### src/logic/safe_stop_pkg.sv
package safe_stop_pkg;

  // ==========
  // Widths and counts
  localparam int TIME_W      = 16;     // Millisecond timer settings.
  localparam int SPEED_W     = 16;     // Signed speed, r/min.
  localparam int POS_W       = 32;     // Signed position, pulses.
  localparam int CLK_HZ      = 25_000_000;
  localparam int TICK_MS     = 1;      // Timer resolution in milliseconds.
  localparam int TICK_CYCLES = CLK_HZ / 1000 * TICK_MS;
  localparam int RATED_SPEED = 3000;   // Speed that the decel time constant refers to.
  localparam int SYNC_STAGES = 2;

  // ==========
  // Values after reset
  localparam logic [SPEED_W-1:0] RAMP_RESET = 16'h0000;
  localparam logic [POS_W-1:0]   POS_RESET  = 32'h0000_0000;

  // Position allowance scale selected by the unit field.
  localparam logic [1:0] UNIT_X1    = 2'h0;
  localparam logic [1:0] UNIT_X10   = 2'h1;
  localparam logic [1:0] UNIT_X100  = 2'h2;
  localparam logic [1:0] UNIT_X1000 = 2'h3;

  // ==========
  // Types
  typedef enum logic [1:0] {
    STOP_DB,
    STOP_EDB,
    STOP_SD
  } stop_method_t;

  typedef enum logic [2:0] {
    S1_IDLE,
    S1_RAMP,
    S1_BRAKE_WAIT,
    S1_EDB,
    S1_DB
  } stop_one_state_t;

  typedef enum logic [1:0] {
    S2_OFF,
    S2_DECEL,
    S2_SETTLE,
    S2_OBSERVE
  } stop_two_state_t;

  // Configuration settings, held steady by the drive while running.
  typedef struct packed {
    logic               forced_decel_enable;
    logic               electronic_brake_select;  // 1: automatic, 0: disabled.
    logic               small_amplifier;          // 1: 600 W or less.
    logic               torque_mode;
    logic [TIME_W-1:0]  forced_decel_time_constant;
    logic [SPEED_W-1:0] zero_speed_level;
    logic [TIME_W-1:0]  brake_sequence_delay;
    logic [TIME_W-1:0]  electronic_brake_time;
    logic [TIME_W-1:0]  monitor_decel_time;
    logic [SPEED_W-1:0] standstill_speed;
    logic [POS_W-1:0]   position_allowance;
    logic [1:0]         position_allowance_unit;
    logic [TIME_W-1:0]  speed_detect_delay;
    logic [TIME_W-1:0]  position_detect_delay;
  } cfg_t;

  // Drive-stage commands.
  typedef struct packed {
    logic torque_shutoff;
    logic power_off;
    logic dynamic_brake;
    logic electronic_brake;
    logic forced_decel_stop;
  } drive_cmd_t;

endpackage : safe_stop_pkg

### src/logic/interval_timer.sv
`timescale 1ns/1ns
`default_nettype none

// ==========
// Interval timer
// Counts ticks while running; clears when stopped, so restarts start fresh.
module interval_timer #(
  parameter int W = 16
) (
  input  wire logic         i_clk,
  input  wire logic         i_rst,
  input  wire logic         i_run,    // Count while high.
  input  wire logic         i_tick,   // One-cycle time base pulse.
  input  wire logic [W-1:0] i_limit,  // Interval length in ticks.
  output logic              o_done    // High once the interval has elapsed.
);

  logic [W-1:0] count_q;  // Elapsed ticks, saturating.

  // Saturates so a long wait never wraps into a false expiry.
  always_ff @(posedge i_clk) begin
    if (i_rst || !i_run) begin
      count_q <= '0;
    end else if (i_tick && count_q != {W{1'b1}}) begin
      count_q <= count_q + 1'b1;
    end
  end

  // A zero limit expires on the first running cycle.
  assign o_done = i_run && (count_q >= i_limit);

endmodule : interval_timer

`default_nettype wire

### src/logic/safe_stop_monitor.sv
// Overview of operation
// (RULE1) Forced stop ramps down with decel time constant.
// (RULE2) Ramp done, slow: wait delay, cut power, brake.
// (RULE3) Monitor time expiry during ramp forces torque shutoff.
// (RULE4) Dynamic brake method brakes immediately on activation.
// (RULE5) Electronic brake, then dynamic after its time.
// (RULE6) Shorter monitor time engages dynamic brake earlier.
// (RULE7) Integrator sets monitor time long enough to stop.
// (RULE8) Stop-two activation starts decel monitoring phase first.
// (RULE9) External controller performs the stop-two deceleration.
// (RULE10) Standstill status high throughout stop observation.
// (RULE11) Released stop-two request ends all observation.
// (RULE12) Both speeds slow, after detect delay, observe.
// (RULE13) Monitor time elapsed also starts standstill observation.
// (RULE14) Command speed excess for delay: torque shutoff.
// (RULE15) Feedback speed excess for delay: torque shutoff.
// (RULE16) Capture position; excess travel triggers torque shutoff.
// (RULE17) Stop-two needs safety-rated motor feedback.
// (RULE18) Position violation waits position detect delay.
// (RULE19) Torque shutoff removes power, engages dynamic brake.
// (RULE20) Stop method from enable, select, capacity, mode, cause.
// (RULE21) Stop-one monitor time elapsed activates torque shutoff.
// (RULE22) First completion wins; capture position once per entry.
// (RULE23) Observation shutoff latched until recovery.
`timescale 1ns/1ns
`default_nettype none

module safe_stop_monitor
  import safe_stop_pkg::*;
#(
  parameter int TICK_LEN  = TICK_CYCLES,  // Clock cycles per timer tick.
  parameter int RATED_SPD = RATED_SPEED   // Speed that the time constant refers to.
) (
  input  wire logic                      i_clk,
  input  wire logic                      i_rst,
  input  wire logic                      i_stop_one_request_n,  // Low runs stop-one (pin).
  input  wire logic                      i_stop_two_request_n,  // Low runs stop-two (pin).
  input  wire logic                      i_alarm_stop,          // Diagnosis error stop.
  input  wire logic                      i_alarm_edb_method,    // Alarm asks for brake stop.
  input  wire logic                      i_recovery,            // Recovery pulse.
  input  wire cfg_t                      i_cfg,                 // Settings.
  input  wire logic signed [SPEED_W-1:0] i_speed_cmd,           // Commanded speed.
  input  wire logic signed [SPEED_W-1:0] i_speed_fb,            // Feedback speed.
  input  wire logic signed [POS_W-1:0]   i_position_fb,         // Feedback position.
  input  wire logic                      i_decel_cmd_done,      // Drive ramp finished.
  output var drive_cmd_t                 o_drive,               // Drive-stage commands.
  output logic [SPEED_W-1:0]             o_decel_speed_cmd,     // Forced ramp magnitude.
  output logic                           o_stop_one_status_out,
  output logic                           o_stop_two_status_out,
  output logic                           o_standstill_status_out
);

  // ==========
  // Elaboration checks
  if (TICK_LEN < 1 || RATED_SPD < 1) begin : g_bad_param
    $error("TICK_LEN and RATED_SPD must be positive");
  end

  // ==========
  // Input synchronisers and time base
  logic [SYNC_STAGES-1:0] s1_sync_q;  // Stop-one request synchroniser.
  logic [SYNC_STAGES-1:0] s2_sync_q;  // Stop-two request synchroniser.
  logic [31:0]            tick_cnt_q; // Prescaler count.
  logic                   tick_q;     // One pulse per millisecond.

  // Requests come from pins, so they pass two flops before any logic.
  always_ff @(posedge i_clk) begin
    if (i_rst) begin
      s1_sync_q <= '1;
      s2_sync_q <= '1;
    end else begin
      s1_sync_q <= {s1_sync_q[0], i_stop_one_request_n};
      s2_sync_q <= {s2_sync_q[0], i_stop_two_request_n};
    end
  end

  // Millisecond tick for all interval timers.
  always_ff @(posedge i_clk) begin
    if (i_rst || tick_cnt_q == 32'(TICK_LEN - 1)) begin
      tick_cnt_q <= '0;
      tick_q     <= !i_rst;
    end else begin
      tick_cnt_q <= tick_cnt_q + 32'h1;
      tick_q     <= 1'b0;
    end
  end

  wire logic s1_active = !s1_sync_q[SYNC_STAGES-1] || i_alarm_stop;
  wire logic s2_active = !s2_sync_q[SYNC_STAGES-1];

  // ==========
  // Speed and position magnitudes
  function automatic logic [SPEED_W-1:0] abs_spd(input logic signed [SPEED_W-1:0] v);
    abs_spd = v[SPEED_W-1] ? SPEED_W'(-v) : v;
  endfunction : abs_spd

  logic [SPEED_W-1:0] cmd_mag;
  logic [SPEED_W-1:0] fb_mag;
  logic               both_still;
  logic               cmd_fast;
  logic               fb_fast;
  assign cmd_mag    = abs_spd(i_speed_cmd);
  assign fb_mag     = abs_spd(i_speed_fb);
  assign cmd_fast   = cmd_mag > i_cfg.standstill_speed;
  assign fb_fast    = fb_mag > i_cfg.standstill_speed;
  assign both_still = !cmd_fast && !fb_fast;

  // ==========
  // Stop-one method selection
  // Alarms of the brake-stop kind never use the forced ramp.
  stop_method_t method;
  always_comb begin
    if (i_alarm_stop && i_alarm_edb_method) begin
      method = (i_cfg.electronic_brake_select && i_cfg.small_amplifier) ? STOP_EDB
                                                                        : STOP_DB;  // [RULE20]
    end else if (i_cfg.forced_decel_enable && !i_cfg.torque_mode) begin
      method = STOP_SD;  // [RULE20]
    end else if (i_cfg.electronic_brake_select && i_cfg.small_amplifier) begin
      method = STOP_EDB;  // [RULE20]
    end else begin
      method = STOP_DB;  // [RULE20]
    end
  end

  // ==========
  // Stop-one sequence
  stop_one_state_t    s1_q;        // Stop-one state.
  logic [SPEED_W-1:0] ramp_q;      // Forced ramp magnitude.
  logic [31:0]        ramp_acc_q;  // Fractional ramp accumulator.
  logic               s1_sto_q;    // Stop-one torque shutoff.
  logic               mon_done;    // Monitor decel time elapsed.
  logic               edb_done;    // Electronic brake time elapsed.
  logic               brk_done;    // Brake sequence delay elapsed.

  interval_timer #(.W(TIME_W)) u_s1_monitor (
    .i_clk (i_clk), .i_rst (i_rst), .i_run (s1_q != S1_IDLE), .i_tick (tick_q),
    .i_limit (i_cfg.monitor_decel_time), .o_done (mon_done)
  );
  interval_timer #(.W(TIME_W)) u_s1_edb (
    .i_clk (i_clk), .i_rst (i_rst), .i_run (s1_q == S1_EDB), .i_tick (tick_q),
    .i_limit (i_cfg.electronic_brake_time), .o_done (edb_done)
  );
  interval_timer #(.W(TIME_W)) u_s1_brake (
    .i_clk (i_clk), .i_rst (i_rst), .i_run (s1_q == S1_BRAKE_WAIT), .i_tick (tick_q),
    .i_limit (i_cfg.brake_sequence_delay), .o_done (brk_done)
  );

  // The method is latched at activation; a later cause does not switch it mid-stop.
  always_ff @(posedge i_clk) begin
    if (i_rst || !s1_active) begin
      s1_q <= S1_IDLE;
    end else begin
      case (s1_q)
        S1_IDLE: begin
          case (method)
            STOP_SD:  s1_q <= S1_RAMP;   // [RULE1]
            STOP_EDB: s1_q <= S1_EDB;    // [RULE5]
            default:  s1_q <= S1_DB;     // [RULE4]
          endcase
        end
        S1_RAMP: begin
          if (ramp_q == RAMP_RESET && i_decel_cmd_done && fb_mag <= i_cfg.zero_speed_level) begin
            s1_q <= S1_BRAKE_WAIT;  // [RULE2]
          end
        end
        S1_BRAKE_WAIT: begin
          if (brk_done) begin
            s1_q <= S1_DB;  // [RULE2]
          end
        end
        S1_EDB: begin
          // Whichever of the two times is shorter hands over to the dynamic brake.
          if (edb_done || mon_done) begin
            s1_q <= S1_DB;  // [RULE5] [RULE6]
          end
        end
        S1_DB:   s1_q <= S1_DB;
        default: s1_q <= S1_IDLE;
      endcase
    end
  end

  // Torque shutoff on monitor expiry, in any stop-one state, even mid-ramp.
  always_ff @(posedge i_clk) begin
    if (i_rst || !s1_active) begin
      s1_sto_q <= 1'b0;
    end else if (mon_done) begin
      s1_sto_q <= 1'b1;  // [RULE21] [RULE3] [RULE7]
    end
  end

  // Ramp from the captured speed; each tick removes RATED_SPD/time_constant.
  always_ff @(posedge i_clk) begin
    if (i_rst || s1_q == S1_IDLE) begin
      ramp_q     <= s1_active ? fb_mag : RAMP_RESET;
      ramp_acc_q <= '0;
    end else if (s1_q == S1_RAMP && ramp_q != RAMP_RESET) begin
      if (ramp_acc_q >= 32'(i_cfg.forced_decel_time_constant) &&
          i_cfg.forced_decel_time_constant != '0) begin
        ramp_q     <= ramp_q - 1'b1;  // [RULE1]
        ramp_acc_q <= ramp_acc_q - 32'(i_cfg.forced_decel_time_constant);
      end else if (i_cfg.forced_decel_time_constant == '0) begin
        ramp_q <= RAMP_RESET;
      end else if (tick_q) begin
        ramp_acc_q <= ramp_acc_q + 32'(RATED_SPD);
      end
    end
  end

  // ==========
  // Stop-two and standstill observation
  stop_two_state_t  s2_q;       // Stop-two state.
  logic [POS_W-1:0] pos_ref_q;  // Position at observation start.
  logic             s2_sto_q;   // Latched observation shutoff.
  logic             s2_mon_done;
  logic             settle_done;
  logic             cmd_viol;
  logic             fb_viol;
  logic             pos_viol;
  logic [POS_W:0]   pos_delta;
  logic [POS_W-1:0] pos_mag;
  logic [POS_W+9:0] allow_scaled;
  logic             pos_over;

  wire logic observing = (s2_q == S2_OBSERVE);

  interval_timer #(.W(TIME_W)) u_s2_monitor (
    .i_clk (i_clk), .i_rst (i_rst), .i_run (s2_q == S2_DECEL || s2_q == S2_SETTLE),
    .i_tick (tick_q), .i_limit (i_cfg.monitor_decel_time), .o_done (s2_mon_done)
  );
  interval_timer #(.W(TIME_W)) u_s2_settle (
    .i_clk (i_clk), .i_rst (i_rst), .i_run (s2_q == S2_SETTLE && both_still),
    .i_tick (tick_q), .i_limit (i_cfg.speed_detect_delay), .o_done (settle_done)
  );
  interval_timer #(.W(TIME_W)) u_cmd_excess (
    .i_clk (i_clk), .i_rst (i_rst), .i_run (observing && cmd_fast), .i_tick (tick_q),
    .i_limit (i_cfg.speed_detect_delay), .o_done (cmd_viol)
  );
  interval_timer #(.W(TIME_W)) u_fb_excess (
    .i_clk (i_clk), .i_rst (i_rst), .i_run (observing && fb_fast), .i_tick (tick_q),
    .i_limit (i_cfg.speed_detect_delay), .o_done (fb_viol)
  );
  interval_timer #(.W(TIME_W)) u_pos_excess (
    .i_clk (i_clk), .i_rst (i_rst), .i_run (observing && pos_over), .i_tick (tick_q),
    .i_limit (i_cfg.position_detect_delay), .o_done (pos_viol)
  );

  // Stop-two sequence; the monitoring phase always comes first.
  always_ff @(posedge i_clk) begin
    if (i_rst || !s2_active) begin
      s2_q <= S2_OFF;  // [RULE11]
    end else begin
      case (s2_q)
        S2_OFF: s2_q <= S2_DECEL;  // [RULE8] [RULE9] [RULE17]
        S2_DECEL: begin
          if (s2_mon_done) begin
            s2_q <= S2_OBSERVE;  // [RULE13] [RULE22]
          end else if (both_still) begin
            s2_q <= S2_SETTLE;  // [RULE12]
          end
        end
        S2_SETTLE: begin
          if (s2_mon_done || settle_done) begin
            s2_q <= S2_OBSERVE;  // [RULE12] [RULE13] [RULE22]
          end else if (!both_still) begin
            s2_q <= S2_DECEL;
          end
        end
        S2_OBSERVE: s2_q <= S2_OBSERVE;
        default:    s2_q <= S2_OFF;
      endcase
    end
  end

  // Reference is taken only on the edge into observation.
  always_ff @(posedge i_clk) begin
    if (i_rst) begin
      pos_ref_q <= POS_RESET;
    end else if (!observing && s2_active && s2_q != S2_OFF &&
                 (s2_mon_done || (s2_q == S2_SETTLE && settle_done))) begin
      pos_ref_q <= i_position_fb;  // [RULE16] [RULE22]
    end
  end

  // Travel magnitude compared against the scaled allowance.
  always_comb begin
    pos_delta = {i_position_fb[POS_W-1], i_position_fb} - {pos_ref_q[POS_W-1], pos_ref_q};
    pos_mag   = pos_delta[POS_W] ? POS_W'(-pos_delta) : pos_delta[POS_W-1:0];
    case (i_cfg.position_allowance_unit)
      UNIT_X10:   allow_scaled = (POS_W+10)'(i_cfg.position_allowance) * (POS_W+10)'(10);
      UNIT_X100:  allow_scaled = (POS_W+10)'(i_cfg.position_allowance) * (POS_W+10)'(100);
      UNIT_X1000: allow_scaled = (POS_W+10)'(i_cfg.position_allowance) * (POS_W+10)'(1000);
      default:    allow_scaled = (POS_W+10)'(i_cfg.position_allowance);
    endcase
    pos_over = (POS_W+10)'(pos_mag) > allow_scaled;  // [RULE16]
  end

  // Violations latch; only the recovery pulse releases them, set winning.
  always_ff @(posedge i_clk) begin
    if (i_rst) begin
      s2_sto_q <= 1'b0;
    end else if (cmd_viol || fb_viol || pos_viol) begin
      s2_sto_q <= 1'b1;  // [RULE14] [RULE15] [RULE18] [RULE23]
    end else if (i_recovery) begin
      s2_sto_q <= 1'b0;  // [RULE23]
    end
  end

  // ==========
  // Drive commands and status
  // Every output is a flop so the drive stage never sees decode glitches.
  always_ff @(posedge i_clk) begin
    if (i_rst) begin
      o_drive                 <= '0;
      o_decel_speed_cmd       <= RAMP_RESET;
      o_stop_one_status_out   <= 1'b0;
      o_stop_two_status_out   <= 1'b0;
      o_standstill_status_out <= 1'b0;
    end else begin
      o_drive.torque_shutoff    <= s1_sto_q || s2_sto_q;
      o_drive.power_off         <= s1_sto_q || s2_sto_q || s1_q == S1_DB;  // [RULE19] [RULE2]
      o_drive.dynamic_brake     <= s1_sto_q || s2_sto_q || s1_q == S1_DB;  // [RULE19] [RULE4]
      o_drive.electronic_brake  <= s1_q == S1_EDB && !s1_sto_q;            // [RULE5]
      o_drive.forced_decel_stop <= s1_q == S1_RAMP || s1_q == S1_BRAKE_WAIT;
      o_decel_speed_cmd         <= ramp_q;                                  // [RULE1]
      o_stop_one_status_out     <= s1_q != S1_IDLE;
      o_stop_two_status_out     <= s2_q != S2_OFF;
      o_standstill_status_out   <= observing;                               // [RULE10]
    end
  end

endmodule : safe_stop_monitor

`default_nettype wire

### config.mk
export PLATFORM = sky130hd
export DESIGN_NAME = safe_stop_monitor
export DESIGN_NICKNAME = d
export VERILOG_FILES = /design/src/logic/safe_stop_pkg.sv /design/src/logic/interval_timer.sv /design/src/logic/safe_stop_monitor.sv
export SDC_FILE = /design/constraint.sdc
export NUM_CORES = 2
export LEC_CHECK = 0
export BUFFER_PORTS_ARGS = -buffer_cell sky130_fd_sc_hd__buf_2
export CAP_MARGIN = 20
export CORE_ASPECT_RATIO = 2
export CORE_MARGIN = 3
export CORE_UTILIZATION = 60
export CTS_CLUSTER_DIAMETER = 30
export CTS_CLUSTER_SIZE = 20
export DETAILED_ROUTE_END_ITERATION = 8
export PLACE_DENSITY = 0.82
export SYNTH_ARGS = -nofsm -noshare
export SYNTH_HDL_FRONTEND = slang
export SYNTH_HIERARCHICAL = 1
export SYNTH_SLANG_ARGS = --single-unit
### constraint.sdc
create_clock -name i_clk -period 25.2 [get_ports i_clk]
set_clock_uncertainty 0.2 [all_clocks]
set_input_delay 2.52 -clock i_clk [delete_from_list [all_inputs] [get_ports i_clk]]
set_output_delay 2.52 -clock i_clk [all_outputs]
set_load 0.1 [all_outputs]
==> impl_metrics.yaml <==
status:
  outcome: "finished clean"
power:
  power.leakage_uw: 0.01642
  vdd_drop_max_mv: 0.04532
  powerDensity_nw_per_um2: 66.18
drt:
  initialDrtViolationCount: 1551
  drtAntennaViolNets: 0
  vias_per_cell: 6.127
  vias: 30450
  drcViolationCount: 0
  drt_pass1_iterations: 6
  routed_wl_mm: 95.93
  routedWlPerCell_um: 19.30
logic_synthesis:
  synth_ff_type: "dfxtp_1"
  synth_top_cell_by_area: "ha_1"
  synth_seq_area_share_pct: 17.25
  syn_area_per_cell_um2: 8.147
  synth_edf_count: 16
  synth_top_area_share_pct: 18.67
  netlist_instances: 4031
  ys_async_sr_fraction_pct: 0
  syn_area_um2: 32840
  synthTopCellsByArea: "ha_1 19%, dfxtp_1 16%, fa_1 9.0%"
  synthesis.nets: 4906
  ys_ff_latch: 275
  yosys.cell_types.count: 102
  ys_warn_count: 6
place:
  routabilityCongestion: 1.020
  io_buffers: 261
  place_area_um2: 34670
  dp_hpwl_mm: 77.44
floorplan:
  num_io_pins: 262
  die_y_um: 336.9
  fp-row-count: 120
  dieArea_um2: 57740
  initial_core_util_pct: 60.92
  core-area_um2: 53900
  fp.dieW_um: 171.4
clocking:
  htreeDepth: 2
  path_clk_slew_ps: 70
  cts_resized: 0
  cts_buffers: 35
  hold_buffers: 0
  clock_latency_ps: 550
  clock-sinks: 275
  ctsLongestPathBuffers: 3
  cts_setup_buffers: 0
  cts_tree: "built"
  cts_root_buf: "clkbuf_16"
timing:
  period_minus_slack_ps: 10610
  hold_viol_final: 0
  rsz0062_at_grt: "false"
  fmax_mhz: 94.28
  fin_crit_sh_pct: 42.09
  final.setup.tns_ps: 0
  maxSlewViolCount: 0
  setup_viol: 0
  slew_headroom_pct: 29.06
  worst_pin_slew_ps: 1050
final_layout:
  reg_top3: "pos_ref_q: 32 flops, ramp_acc_q: 32 flops, tick_cnt_q: 32 flops"
  drive_above_1_share_pct: 10.73
  layout_commonest_cell: "inv_1"
  fill_cells: 4584
  final_cell_mix: "533 x inv_1, 490 x ha_1, 336 x nor2_1"
  fin_util_pct: 66.66
  postLayoutCellArea_um2: 35930
  area_delta_synth_final_pct: 9.422
  finalNetCount: 5126
critical_path:
  arrival_ps: 10890
  max_stage_delay_ps: 600
  path_max_fanout: 16
  path_buf_inv: 3
  r2r_cells: 27
  crit_top_cell: "fa_1"
  slowest_stage: "nor4b_2"
  cp_top_family: "adder cells"
  crit_path_end_kind: "flip-flop"
  path_class: "in -> reg"
  critPathRequiredTime_ps: 25480
  crit_cells: 32
  cp-start-kind: "input pin"
global_route:
  track_usage_pct: 32.63
  grt_pass1_wl_mm: 152.0
  antenna_found_initial: 30
  grt_pass1_vias: 30820
  grt_max_degree: 75
  gr-total-overflow: 0
hold_path:
  hp-class: "reg -> reg"
  hold_depth: 1
job:
  drv_cap: 0
==> routing by layer <==
| layer | part of all wire, % | GRT usage [%] | vias to the layer above |
|---|---|---|---|
| li1 | - | - | 14550 |
| met1 | 34 | 30.88 | 14320 |
| met2 | 51 | 59.97 | 1108 |
| met3 | 6.3 | 6.757 | 448 |
| met4 | 8.8 | 25.35 | 20 |
| met5 | 0.13 | 0 | - |
==> worst register-to-register path, cell delays in order, from the launching register on <==
cell and delay, ps:
dfxtp_1 330, ha_1 210, inv_1 70, fa_1 420, a211oi_1 310, nor2_1 130
o31ai_4 340, o221ai_1 350, a31oi_1 310, xnor2_1 130, a2111oi_1 660, nand3_1 260
nor4b_2 510, a31oi_1 170, xor2_1 190, ha_1 320, and4_1 240, nand2_1 60
or4_1 420, o211ai_1 180, a21o_1 130, a21oi_1 60, nor3_1 170, o2111ai_1 140
nor4b_2 600, nand2b_1 500, a31oi_1 300, o21a_1 140
==> final timing paths <==
check	startpoint	end	slack (ps)
min	s1_sync_q[0]$_SDFF_PP1_	s1_sync_q[1]$_SDFF_PP1_	210
max	i_cfg[43]	u_pos_excess/count_q[14]$_SDFFE_PP0P_	14590
min reg2reg	s1_sync_q[0]$_SDFF_PP1_	s1_sync_q[1]$_SDFF_PP1_	210
max reg2reg	pos_ref_q[0]$_SDFFE_PP0P_	u_pos_excess/count_q[14]$_SDFFE_PP0P_	17300
==> kinds of logic (layout without fill, tap and decap cells) <==
family | Yosys count | after routing | share of synthesized area, %
flops | 275 | 275 | 17.25
simple gates | 1232 | 1232 | 18.67
xor+xnor | 332 | 332 | 8.855
buf+inv | 629 | 875 | 7.483
other cells | 0 | 21 | 0
mux | 55 | 55 | 2.640
compound gates | 871 | 871 | 17.47
fa+ha+maj | 637 | 637 | 27.63
==> stage by stage <==
| stage | cells | setup WS [ps] | total power (uW) | hold WS (ps) |
|---|---|---|---|---|
| after floorplan | 4031 | 15370 | 1484 | 189.5 |
| after global placement | 4885 | 14080 | 1804 | 196.4 |
| after detailed placement | 4885 | 13910 | 1830 | 200.9 |
| after CTS | 4948 | 14460 | 2363 | 214.7 |
| after global routing | 4957 | 13960 | 2549 | 250.8 |
| final | 4969 | 14590 | 2378 | 209.2 |
==> final cells by class <==
cell class | count | area, um^2 | share of cell area [%]
tap | 671 | 839.6 | 2.336
antenna | 21 | 52.55 | 0.1462
sequential | 275 | 5667 | 15.77
clock inverter | 20 | 254.0 | 0.7069
clock buffer | 43 | 957.2 | 2.664
multi-input combinational | 3127 | 24730 | 68.83
inverter | 536 | 2012 | 5.599
timing repair buffer | 276 | 1419 | 3.949
==> cells in the mapped netlist (all sizes together) (51+ instances only) <==
| library cell | n |
|---|---|
| nand3 | 132 |
| fa | 147 |
| nor3 | 106 |
| nand2b | 51 |
| nor2 | 336 |
| clkbuf | 80 |
| a21oi | 244 |
| dfxtp | 259 |
| xor2 | 152 |
| inv | 534 |
| o21ai | 186 |
| a21o | 98 |
| o21a | 55 |
| nand2 | 285 |
| ha | 490 |
| xnor2 | 180 |
==> where the power goes <==
part	total (uW)	switching (uW)	internal, uW
Clock	529	226	303
Combinational	1390	812	576
Sequential	461	10.9	450
Total	2380	1050	1330
Power figures use the tool's default switching activity.
